**src/switch_global_control_params.svh**
```systemverilog
// Constants for the switch global control register bank
// ----------------------------------------------------------------
// Functional notes
// - Error-drop set in loopback: drop OAM and bad CRC/length frames, loop good.
// - Error-drop clear in loopback: drop OAM only, loop all other frames.
// - Upper position bit ignored while lower position bit is one.
// - LED mode chosen from bits 1 and 7 of the loopback/LED register.
// - LED selects, error-drop and low position bit load from straps in reset.
// - Tag mode bit one enables direct forwarding from port three.
// - Each 802.1p tag 0..7 uses its two-bit remap field as priority.
// - Remap resets to 00,00,01,01,10,10,11,11 for tags zero to seven.
// - Unknown-destination enable sends unknown frames to the port mask.
// - Mask bits 0,1,2 select ports one to three; resets to all ones.
// - PHY address field sets port one address; 00000, 11110, 11111 invalid.
// - Port two PHY address is port one plus one; field resets 00001.
// ----------------------------------------------------------------
`ifndef SWITCH_GLOBAL_CONTROL_PARAMS_SVH
`define SWITCH_GLOBAL_CONTROL_PARAMS_SVH

`define IDX_LOOP_LED 4'hB
`define IDX_REMAP_LOW 4'hC
`define IDX_REMAP_HIGH 4'hD
`define IDX_UNKNOWN_FWD 4'hE
`define IDX_PHY_BASE 4'hF

`define BIT_LED_HIGH 7
`define BIT_ERR_DROP 5
`define BIT_TEST 4
`define BIT_POS_HIGH 3
`define BIT_POS_LOW 2
`define BIT_LED_LOW 1
`define BIT_TAG_MODE 0
`define BIT_UNK_EN 7

`define RST_REMAP_LOW 8'h50
`define RST_REMAP_HIGH 8'hFA
`define RST_UNKNOWN_FWD 8'h07
`define RST_PHY_ADDR 5'h01
`define RST_POS_HIGH 1'b1
`define PHY_ADDR_ZERO 5'h00
`define PHY_ADDR_RES_A 5'h1E
`define PHY_ADDR_RES_B 5'h1F
`define PHY_ADDR_ONE 5'h01
`define READ_ZERO 8'h00

`endif

```
**src/switch_global_control_pkg.sv**
```systemverilog
// Types for the switch global control register bank
package switch_global_control_pkg;
  typedef enum logic [1:0] {
    LOOP_PORT2_TP = 2'b00,
    LOOP_PORT2_MAC = 2'b01,
    LOOP_PORT1_OPT = 2'b10
  } loop_point_t;
  typedef enum logic [1:0] {
    BUS_IDLE = 2'b00,
    BUS_DONE = 2'b01
  } bus_state_t;
endpackage

```
**src/switch_global_control_regs.sv**
```systemverilog
// Global control registers 11 to 15 of the three-port switch
`timescale 1ns/1ns
`include "switch_global_control_params.svh"
module switch_global_control_regs
  import switch_global_control_pkg::*;
(
  input wire logic clk_i,
  input wire logic sys_rst_i,
  input wire logic clk_en_i,
  input wire logic [3:0] avs_address_i,
  input wire logic avs_read_i,
  input wire logic avs_write_i,
  input wire logic [7:0] avs_writedata_i,
  output logic [7:0] avs_readdata_o,
  output logic avs_waitrequest_o,
  input wire logic indicator_select_low_i,
  input wire logic indicator_select_high_i,
  input wire logic error_drop_strap_i,
  input wire logic loop_position_strap_i,
  input wire logic frame_is_oam_i,
  input wire logic frame_has_error_i,
  input wire logic [2:0] rx_tag_priority_i,
  output logic loop_drop_frame_o,
  output logic [1:0] loop_point_o,
  output logic [1:0] indicator_mode_o,
  output logic direct_forward_tag_mode_o,
  output logic [1:0] internal_priority_o,
  output logic unknown_fwd_en_o,
  output logic [2:0] unknown_fwd_mask_o,
  output logic [4:0] port1_phy_addr_o,
  output logic [4:0] port2_phy_addr_o,
  output logic phy_addr_valid_o
);

  // ----------------------------------------------------------------
  // Register state
  // ----------------------------------------------------------------
  logic [7:0] loop_led_q;
  logic [7:0] loop_led_d;
  logic [7:0] remap_low_q;
  logic [7:0] remap_high_q;
  logic [7:0] unknown_fwd_q;
  logic [4:0] phy_addr_q;
  bus_state_t bus_state_q;
  bus_state_t bus_state_d;

  function automatic logic [1:0] remap_pick(input logic [15:0] table_v,
                                            input logic [2:0] tag);
    remap_pick = table_v[{tag, 1'b0} +: 2];
  endfunction

  function automatic logic wr_hit(input logic [3:0] addr, input logic [3:0] idx,
                                  input logic wr, input logic st);
    // Caller passes the idle flag, not the two-bit state
    wr_hit = wr && st && addr == idx;
  endfunction

  // ----------------------------------------------------------------
  // Bus decode
  // ----------------------------------------------------------------
  // One wait cycle: the request is answered on its second edge
  wire logic bus_req = avs_read_i | avs_write_i;
  wire logic st_idle = (bus_state_q == BUS_IDLE);
  wire logic wr_loop = wr_hit(avs_address_i, `IDX_LOOP_LED, avs_write_i, st_idle);
  wire logic wr_rlow = wr_hit(avs_address_i, `IDX_REMAP_LOW, avs_write_i, st_idle);
  wire logic wr_rhigh = wr_hit(avs_address_i, `IDX_REMAP_HIGH, avs_write_i, st_idle);
  wire logic wr_unk = wr_hit(avs_address_i, `IDX_UNKNOWN_FWD, avs_write_i, st_idle);
  wire logic wr_phy = wr_hit(avs_address_i, `IDX_PHY_BASE, avs_write_i, st_idle);
  logic [7:0] rd_mux;
  always_comb begin
    case (avs_address_i)
      `IDX_LOOP_LED: rd_mux = loop_led_q;
      `IDX_REMAP_LOW: rd_mux = remap_low_q;
      `IDX_REMAP_HIGH: rd_mux = remap_high_q;
      `IDX_UNKNOWN_FWD: rd_mux = unknown_fwd_q;
      `IDX_PHY_BASE: rd_mux = {phy_addr_q, 3'h0};
      default: rd_mux = `READ_ZERO;
    endcase
  end
  always_comb begin
    case (bus_state_q)
      BUS_IDLE: bus_state_d = bus_req ? BUS_DONE : BUS_IDLE;
      BUS_DONE: bus_state_d = BUS_IDLE;
      default: bus_state_d = BUS_IDLE;
    endcase
  end

  // ----------------------------------------------------------------
  // Strap capture
  // ----------------------------------------------------------------
  // Straps sampled every cycle of reset; last value before release sticks
  always_comb begin
    loop_led_d = `READ_ZERO;
    loop_led_d[`BIT_LED_HIGH] = indicator_select_high_i;
    loop_led_d[`BIT_ERR_DROP] = error_drop_strap_i;
    loop_led_d[`BIT_POS_HIGH] = `RST_POS_HIGH;
    loop_led_d[`BIT_POS_LOW] = loop_position_strap_i;
    loop_led_d[`BIT_LED_LOW] = indicator_select_low_i;
  end

  always_ff @(posedge clk_i) begin
    if (sys_rst_i) begin
      bus_state_q <= BUS_IDLE;
      loop_led_q <= loop_led_d;
      remap_low_q <= `RST_REMAP_LOW;
      remap_high_q <= `RST_REMAP_HIGH;
      unknown_fwd_q <= `RST_UNKNOWN_FWD;
      phy_addr_q <= `RST_PHY_ADDR;
    end else if (clk_en_i) begin
      bus_state_q <= bus_state_d;
      if (wr_loop) loop_led_q <= avs_writedata_i;
      if (wr_rlow) remap_low_q <= avs_writedata_i;
      if (wr_rhigh) remap_high_q <= avs_writedata_i;
      if (wr_unk) unknown_fwd_q <= avs_writedata_i;
      if (wr_phy) phy_addr_q <= avs_writedata_i[7:3];
    end
  end

  // ----------------------------------------------------------------
  // Derived controls
  // ----------------------------------------------------------------
  wire logic pos_low = loop_led_q[`BIT_POS_LOW];
  // Upper bit is a don't-care once the low bit selects the optical side
  wire loop_point_t point_sel = pos_low ? LOOP_PORT1_OPT :
    (loop_led_q[`BIT_POS_HIGH] ? LOOP_PORT2_MAC : LOOP_PORT2_TP);
  wire logic drop_now = frame_is_oam_i |
    (loop_led_q[`BIT_ERR_DROP] & frame_has_error_i);
  wire logic [1:0] prio_now =
    remap_pick({remap_high_q, remap_low_q}, rx_tag_priority_i);
  wire logic [4:0] addr1 = phy_addr_q;
  wire logic addr_ok = addr1 != `PHY_ADDR_ZERO && addr1 != `PHY_ADDR_RES_A &&
    addr1 != `PHY_ADDR_RES_B;

  always_ff @(posedge clk_i) begin
    if (sys_rst_i) begin
      avs_readdata_o <= `READ_ZERO;
      avs_waitrequest_o <= 1'b1;
      loop_drop_frame_o <= 1'b0;
      loop_point_o <= LOOP_PORT2_TP;
      indicator_mode_o <= 2'h0;
      direct_forward_tag_mode_o <= 1'b0;
      internal_priority_o <= 2'h0;
      unknown_fwd_en_o <= 1'b0;
      unknown_fwd_mask_o <= 3'h7;
      port1_phy_addr_o <= `RST_PHY_ADDR;
      port2_phy_addr_o <= `RST_PHY_ADDR + `PHY_ADDR_ONE;
      phy_addr_valid_o <= 1'b1;
    end else if (clk_en_i) begin
      avs_readdata_o <= rd_mux;
      avs_waitrequest_o <= !(st_idle && bus_req);
      loop_drop_frame_o <= drop_now;
      loop_point_o <= point_sel;
      indicator_mode_o <= {loop_led_q[`BIT_LED_HIGH], loop_led_q[`BIT_LED_LOW]};
      direct_forward_tag_mode_o <= loop_led_q[`BIT_TAG_MODE];
      internal_priority_o <= prio_now;
      unknown_fwd_en_o <= unknown_fwd_q[`BIT_UNK_EN];
      unknown_fwd_mask_o <= unknown_fwd_q[2:0];
      port1_phy_addr_o <= addr1;
      port2_phy_addr_o <= addr1 + `PHY_ADDR_ONE;
      phy_addr_valid_o <= addr_ok;
    end
  end

endmodule

```
**config.mk**
```make
export PLATFORM = sky130hd
export DESIGN_NAME = switch_global_control_regs
export DESIGN_NICKNAME = d
export VERILOG_FILES = /design/src/switch_global_control_pkg.sv /design/src/switch_global_control_regs.sv
export VERILOG_INCLUDE_DIRS = /design/src
export SDC_FILE = /design/constraint.sdc
export NUM_CORES = 1
export LEC_CHECK = 0
export ABC_CLOCK_PERIOD_IN_PS = 2800
export BUFFER_PORTS_ARGS = -buffer_cell sky130_fd_sc_hd__buf_2
export CAP_MARGIN = 15
export CORE_ASPECT_RATIO = 0.75
export CORE_MARGIN = 4
export CORE_UTILIZATION = 54
export CTS_CLUSTER_SIZE = 28
export DETAILED_ROUTE_END_ITERATION = 10
export PLACE_DENSITY_LB_ADDON = 0.1
export SYNTH_ARGS = -nofsm -noshare
export SYNTH_HDL_FRONTEND = slang
export SYNTH_SLANG_ARGS = --single-unit
```
**constraint.sdc**
```tcl
create_clock -name clk_i -period 2.8 [get_ports clk_i]
set_input_delay 0.56 -clock clk_i [delete_from_list [all_inputs] [get_ports clk_i]]
set_output_delay 0.56 -clock clk_i [all_outputs]
set_load 0.02 [all_outputs]
```
# Word-level counts from Yosys, hierarchy flattened
# Cells that the tools add are included.
[classes] n_eq_ne=7 shift=1 reduce_logical=20 addsub=1 mux=8 bitwise_logic=3
[ops] operator="one-hot mux 8 bit (5 select lines)" count=1
[ops] operator="2-to-1 mux 8 bit" count=3
[ops] operator="equality test 4 bit (second input constant)" count=5
[ops] operator="variable part select 16 x 5 -> 2 bit" count=1
[ops] operator="AND reduction 2 bit" count=6
[ops] operator="!= test 5 bit (second input constant)" count=2
[ops] operator="logical AND 1 bit" count=9
[ops] operator="adder 5 x 1 -> 5 bit (second input constant)" count=1
[ops] operator="nonzero test 5 bit" count=1
[ops] operator="nonzero test 2 bit" count=2
[ops] operator="2-to-1 mux 1 bit" count=3
[ops] operator="zero test 2 bit" count=1
[ops] operator="2-to-1 mux 2 bit" count=1
[ops] operator="bitwise OR 1 bit" count=2
[ops] operator="bitwise AND 1 bit" count=1
[ops] operator="zero test 1 bit" count=1
[totals] word_cells=59 register_bits=71 out_inout_bits=32 inputBits=26

# Depth between registers and ports, before layout
[depth] word_depth=6 mapped_depth=7 depth_no_buf=6

# Worst setup path after synthesis
# No wires, ideal clock.
[synth_timing] path_kind="input-to-reg" start="input port avs_address_i[0]" end="register loop_led_q[1], enable pin" n_path_buf=3 required_time_ns=2.540 arrival_time_ns=1.618 path_stages=6 setup_ns=0.260 path_slack_ns=0.922 cell_sequence="buf_6 -> and4b_1 -> buf_2 -> and3_1 -> buf_4 -> or2_2"
[synth_between] elab_chain_cells=4
[synth_rtl] item="start, declared" line_no="switch_global_control_regs.sv:10" source="input wire logic [3:0] avs_address_i,"
[synth_rtl] item="equality test 4 bit" line_no="switch_global_control_regs.sv:55" source="wr_hit = wr && st && addr == idx;"
[synth_rtl] item="logical AND 1 bit" line_no="switch_global_control_regs.sv:55"
[synth_rtl] item="nonzero test 2 bit (no line)"
[synth_rtl] item="AND reduction 2 bit (no line)"
[synth_rtl] item="end signal, assigned" line_no="switch_global_control_regs.sv:104" source="loop_led_q <= loop_led_d;"
[synth_rtl] item="end signal, assigned" line_no="switch_global_control_regs.sv:111" source="if (wr_loop) loop_led_q <= avs_writedata_i;"
[synth_rtl] item="end, declared" line_no="switch_global_control_regs.sv:38" source="logic [7:0] loop_led_q;"
# Every way passes these cells.
# A chain may end at the register's enable or synchronous reset.

# Worst setup path after layout
[layout_timing] start="input port avs_address_i[0]" end="register loop_led_q[7], enable pin"
# Same word-level chain as after synthesis.

==> flow_summary.json <==
{
  "cts_num_sinks": 70,
  "dp_cells": 435,
  "power.leakage_nw": 1.512,
  "path_clk_slew_ns": 0.07,
  "min_period_ns": 1.946,
  "clkLatencyLatePin_ns": 0.35,
  "grt_pass1_vias": 2291,
  "place_hpwl_um": 5378,
  "critPathRequiredTime_ns": 2.86,
  "final-max-slew-violation-count": 0,
  "numCtsBuffers": 9,
  "chipWidth_um": 96.11,
  "max_slew.worst_pin.slew_ns": 0.7237,
  "row_count": 23,
  "synth_flop_cell": "dfxtp_1",
  "startpoint_type": "input pin",
  "grt_max_degree": 36,
  "grt.overflow.total": 0,
  "start_util": 0.5720,
  "antenna_found_initial": 0,
  "die_area_sq_mm": 0.007120,
  "num-nets-final": 401,
  "ctsRootBufferMaster": "clkbuf_8",
  "cts_resized": 0,
  "yosysSeqAreaShare": 0.4584,
  "peakVddDrop_mv": 0.3738,
  "setup_viol": 0,
  "n_antenna_cell": 0,
  "ys_warn_count": 0,
  "r2r-end": "remap_low_q[4]$_SDFFE_PP1P_",
  "hold_end": "avs_readdata_o[6]$_SDFFE_PP0P_",
  "syn_area_sq_mm": 0.003144,
  "whs_path_depth": 2,
  "rr_startpoint": "bus_state_q[0]$_SDFFE_PP0P_",
  "fmax_mhz": 513.8,
  "ys_ff_latch": 70,
  "drtIter0Drc": 160,
  "fin_crit_sh": 0.6951,
  "hp-class": "reg2reg",
  "ios": 58,
  "fin_util": 0.6647,
  "wl_per_cell_um": 16.37,
  "clockBufferDepth": 2,
  "max_cap_viol_count": 0,
  "synth_edf_count": 4,
  "cts_setup_buffers": 0,
  "fin_skew_ns": 0.007754,
  "drc": 0,
  "ant_nets": 0,
  "rsz0062_at_grt": "no",
  "viasPerCell": 5.439,
  "cts.htree.levels": 3,
  "area_delta_synth_final_pct": 16.20,
  "routed_wl_um": 7382,
  "drive_gt1_frac": 0.2340,
  "critical_path_class": "in2reg",
  "hold_buffers": 0,
  "endpoint_kind": "register",
  "fin_tns_setup_ns": 0,
  "reg2regPathDepth": 4,
  "fill_cells": 462,
  "maxSlewHeadroom": 0.5139,
  "synth_async_sr_flop_share": 0,
  "cts_tree": "yes",
  "synthCells": 318,
  "synth.distinct_cells": 42,
  "grt_first_pass_wirelength_um": 11850,
  "powerDensity_mw_per_mm2": 550.1,
  "worstPathArrival_ns": 2.01,
  "drt_first_pass_iters": 4,
  "crit_fanout": 19,
  "via_count": 2453,
  "core_sq_mm": 0.005497,
  "grt_use_total": 0.2235,
  "ff2ff_setup_slack_ns": 1.14,
  "gp_congestion": 0.9112,
  "io_buffer_count": 57,
  "synth_nets": 348,
  "final-hold-violation-count": 0,
  "syn_avg_cell_area_sq_um": 9.888,
  "min_from": "avs_readdata_o[6]$_SDFFE_PP0P_",
  "outcome": "finished, final reports clean",
  "dieHeight_um": 74.09,
  "layout.cells.non_filler": 451
}
==> cell usage after synthesis (all sizes together) (3+ instances only) <==
| cell | count | share of area |
|---|---|---|
| nor2b | 5 | 0.0099 |
| nor3 | 7 | 0.013 |
| nand3 | 5 | 0.0080 |
| a21oi | 4 | 0.0064 |
| clkbuf | 9 | 0.011 |
| a211oi | 10 | 0.024 |
| o21ai | 14 | 0.022 |
| ha | 4 | 0.016 |
| dfxtp | 66 | 0.42 |
| inv | 3 | 0.0044 |
| mux2i | 65 | 0.21 |
| nand3b | 4 | 0.014 |
| edfxtp | 4 | 0.038 |
| nor3b | 3 | 0.0072 |
| nor2 | 42 | 0.050 |
| nand2b | 3 | 0.0060 |
| buf | 12 | 0.024 |
| nand2 | 36 | 0.045 |
==> final cells by class <==
type	instances	area, sq um	share of cell area
sequential	70	1441	0.3945
clock buffer	12	166.4	0.04555
clock inverter	4	27.53	0.007534
inverter	4	17.52	0.004795
multi-input combinational	223	1577	0.4315
timing repair buffer	63	330.3	0.09041
tap	75	93.84	0.02568
==> how the worst max path moves through the flow <==
stage	from	to	slack [ns]	depth (start not counted)
floorplan	avs_address_i[0]	loop_led_q[1]$_DFFE_PP_	0.92	6
global route	avs_address_i[0]	loop_led_q[7]$_DFFE_PP_	0.76	4
CTS	avs_address_i[0]	loop_led_q[7]$_DFFE_PP_	0.88	4
global placement	avs_address_i[0]	loop_led_q[7]$_DFFE_PP_	0.57	4
detailed placement	avs_address_i[0]	loop_led_q[2]$_DFFE_PP_	0.51	4
finish	avs_address_i[0]	loop_led_q[7]$_DFFE_PP_	0.85	4
==> layout by cell type (no fill, tap or decap), types with 3 or more instances in the layout <==
cell type	n
a211oi_1	10
a21oi_1	4
buf_2	57
buf_4	6
clkbuf_8	10
dfxtp_1	66
edfxtp_1	4
ha_1	4
mux2i_1	65
nand2_1	35
nand2b_1	3
nand3_1	5
nand3b_1	3
nor2_1	42
nor2b_1	5
nor3_1	6
nor3b_1	3
o21ai_0	10
o21ai_1	4
==> registers in the layout (all words and copies together), names as in the netlist <==
signal                     flops
addr1                          5
avs_readdata_o                 8
avs_waitrequest_o              1
bus_state_q                    1
direct_forward_tag_mode_o      1
indicator_mode_o               2
internal_priority_o            2
loop_drop_frame_o              1
loop_led_q                     8
loop_point_o                   2
phy_addr_valid_o               1
port1_phy_addr_o               5
port2_phy_addr_o               5
remap_high_q                   8
remap_low_q                    8
unknown_fwd_en_o               1
unknown_fwd_mask_o             3
unknown_fwd_q                  8
==> worst max-delay path, stage by stage <==
cell     delay [ns]
buf_2          0.37
and4b_1        0.39
and3_1         0.43
or2_2          0.24
==> through the flow <==
stage                     setup WS (ns)  instance area, sq um  power, mW  hold WS (ns)
final                            0.8537                  3654      2.010        0.4511
after global routing             0.7642                  3654      2.097        0.4826
after CTS                        0.8757                  3654      2.024        0.4574
after detailed placement         0.5060                  3460      1.252        0.4409
after global placement           0.5702                  3460      1.250        0.4307
after floorplan                  0.9224                  3144      1.187        0.4596
==> report_power, final <==
group | internal [mW] | switching (mW)
Clock | 0.400 | 0.380
Sequential | 1.03 | 0.0141
Combinational | 0.0708 | 0.116
Total | 1.50 | 0.511
==> logic make-up (layout without fill, tap and decap cells) <==
| family | after synthesis | after routing | share of synthesized area |
|---|---|---|---|
| adder cells (fa/ha/maj) | 4 | 4 | 0.01592 |
| AND/OR/NAND/NOR | 113 | 113 | 0.1815 |
| flip-flops | 70 | 70 | 0.4584 |
| buffers and inverters | 25 | 83 | 0.04019 |
| multiplexers | 67 | 67 | 0.2212 |
| XOR/XNOR | 2 | 2 | 0.005572 |
| AO/OA/AOI/OAI | 37 | 37 | 0.07720 |
==> routing by layer <==
layer / GRT usage / vias to the layer above / share of wire
met2: 0.3191 / 79 / 0.44
met5: 0 / - / 0
met3: 0.07078 / 10 / 0.072
met1: 0.3159 / 1140 / 0.48
li1: - / 1224 / -
met4: 0.08517 / 0 / 0.013
No activity file was read; power rests on OpenSTA's default activity.
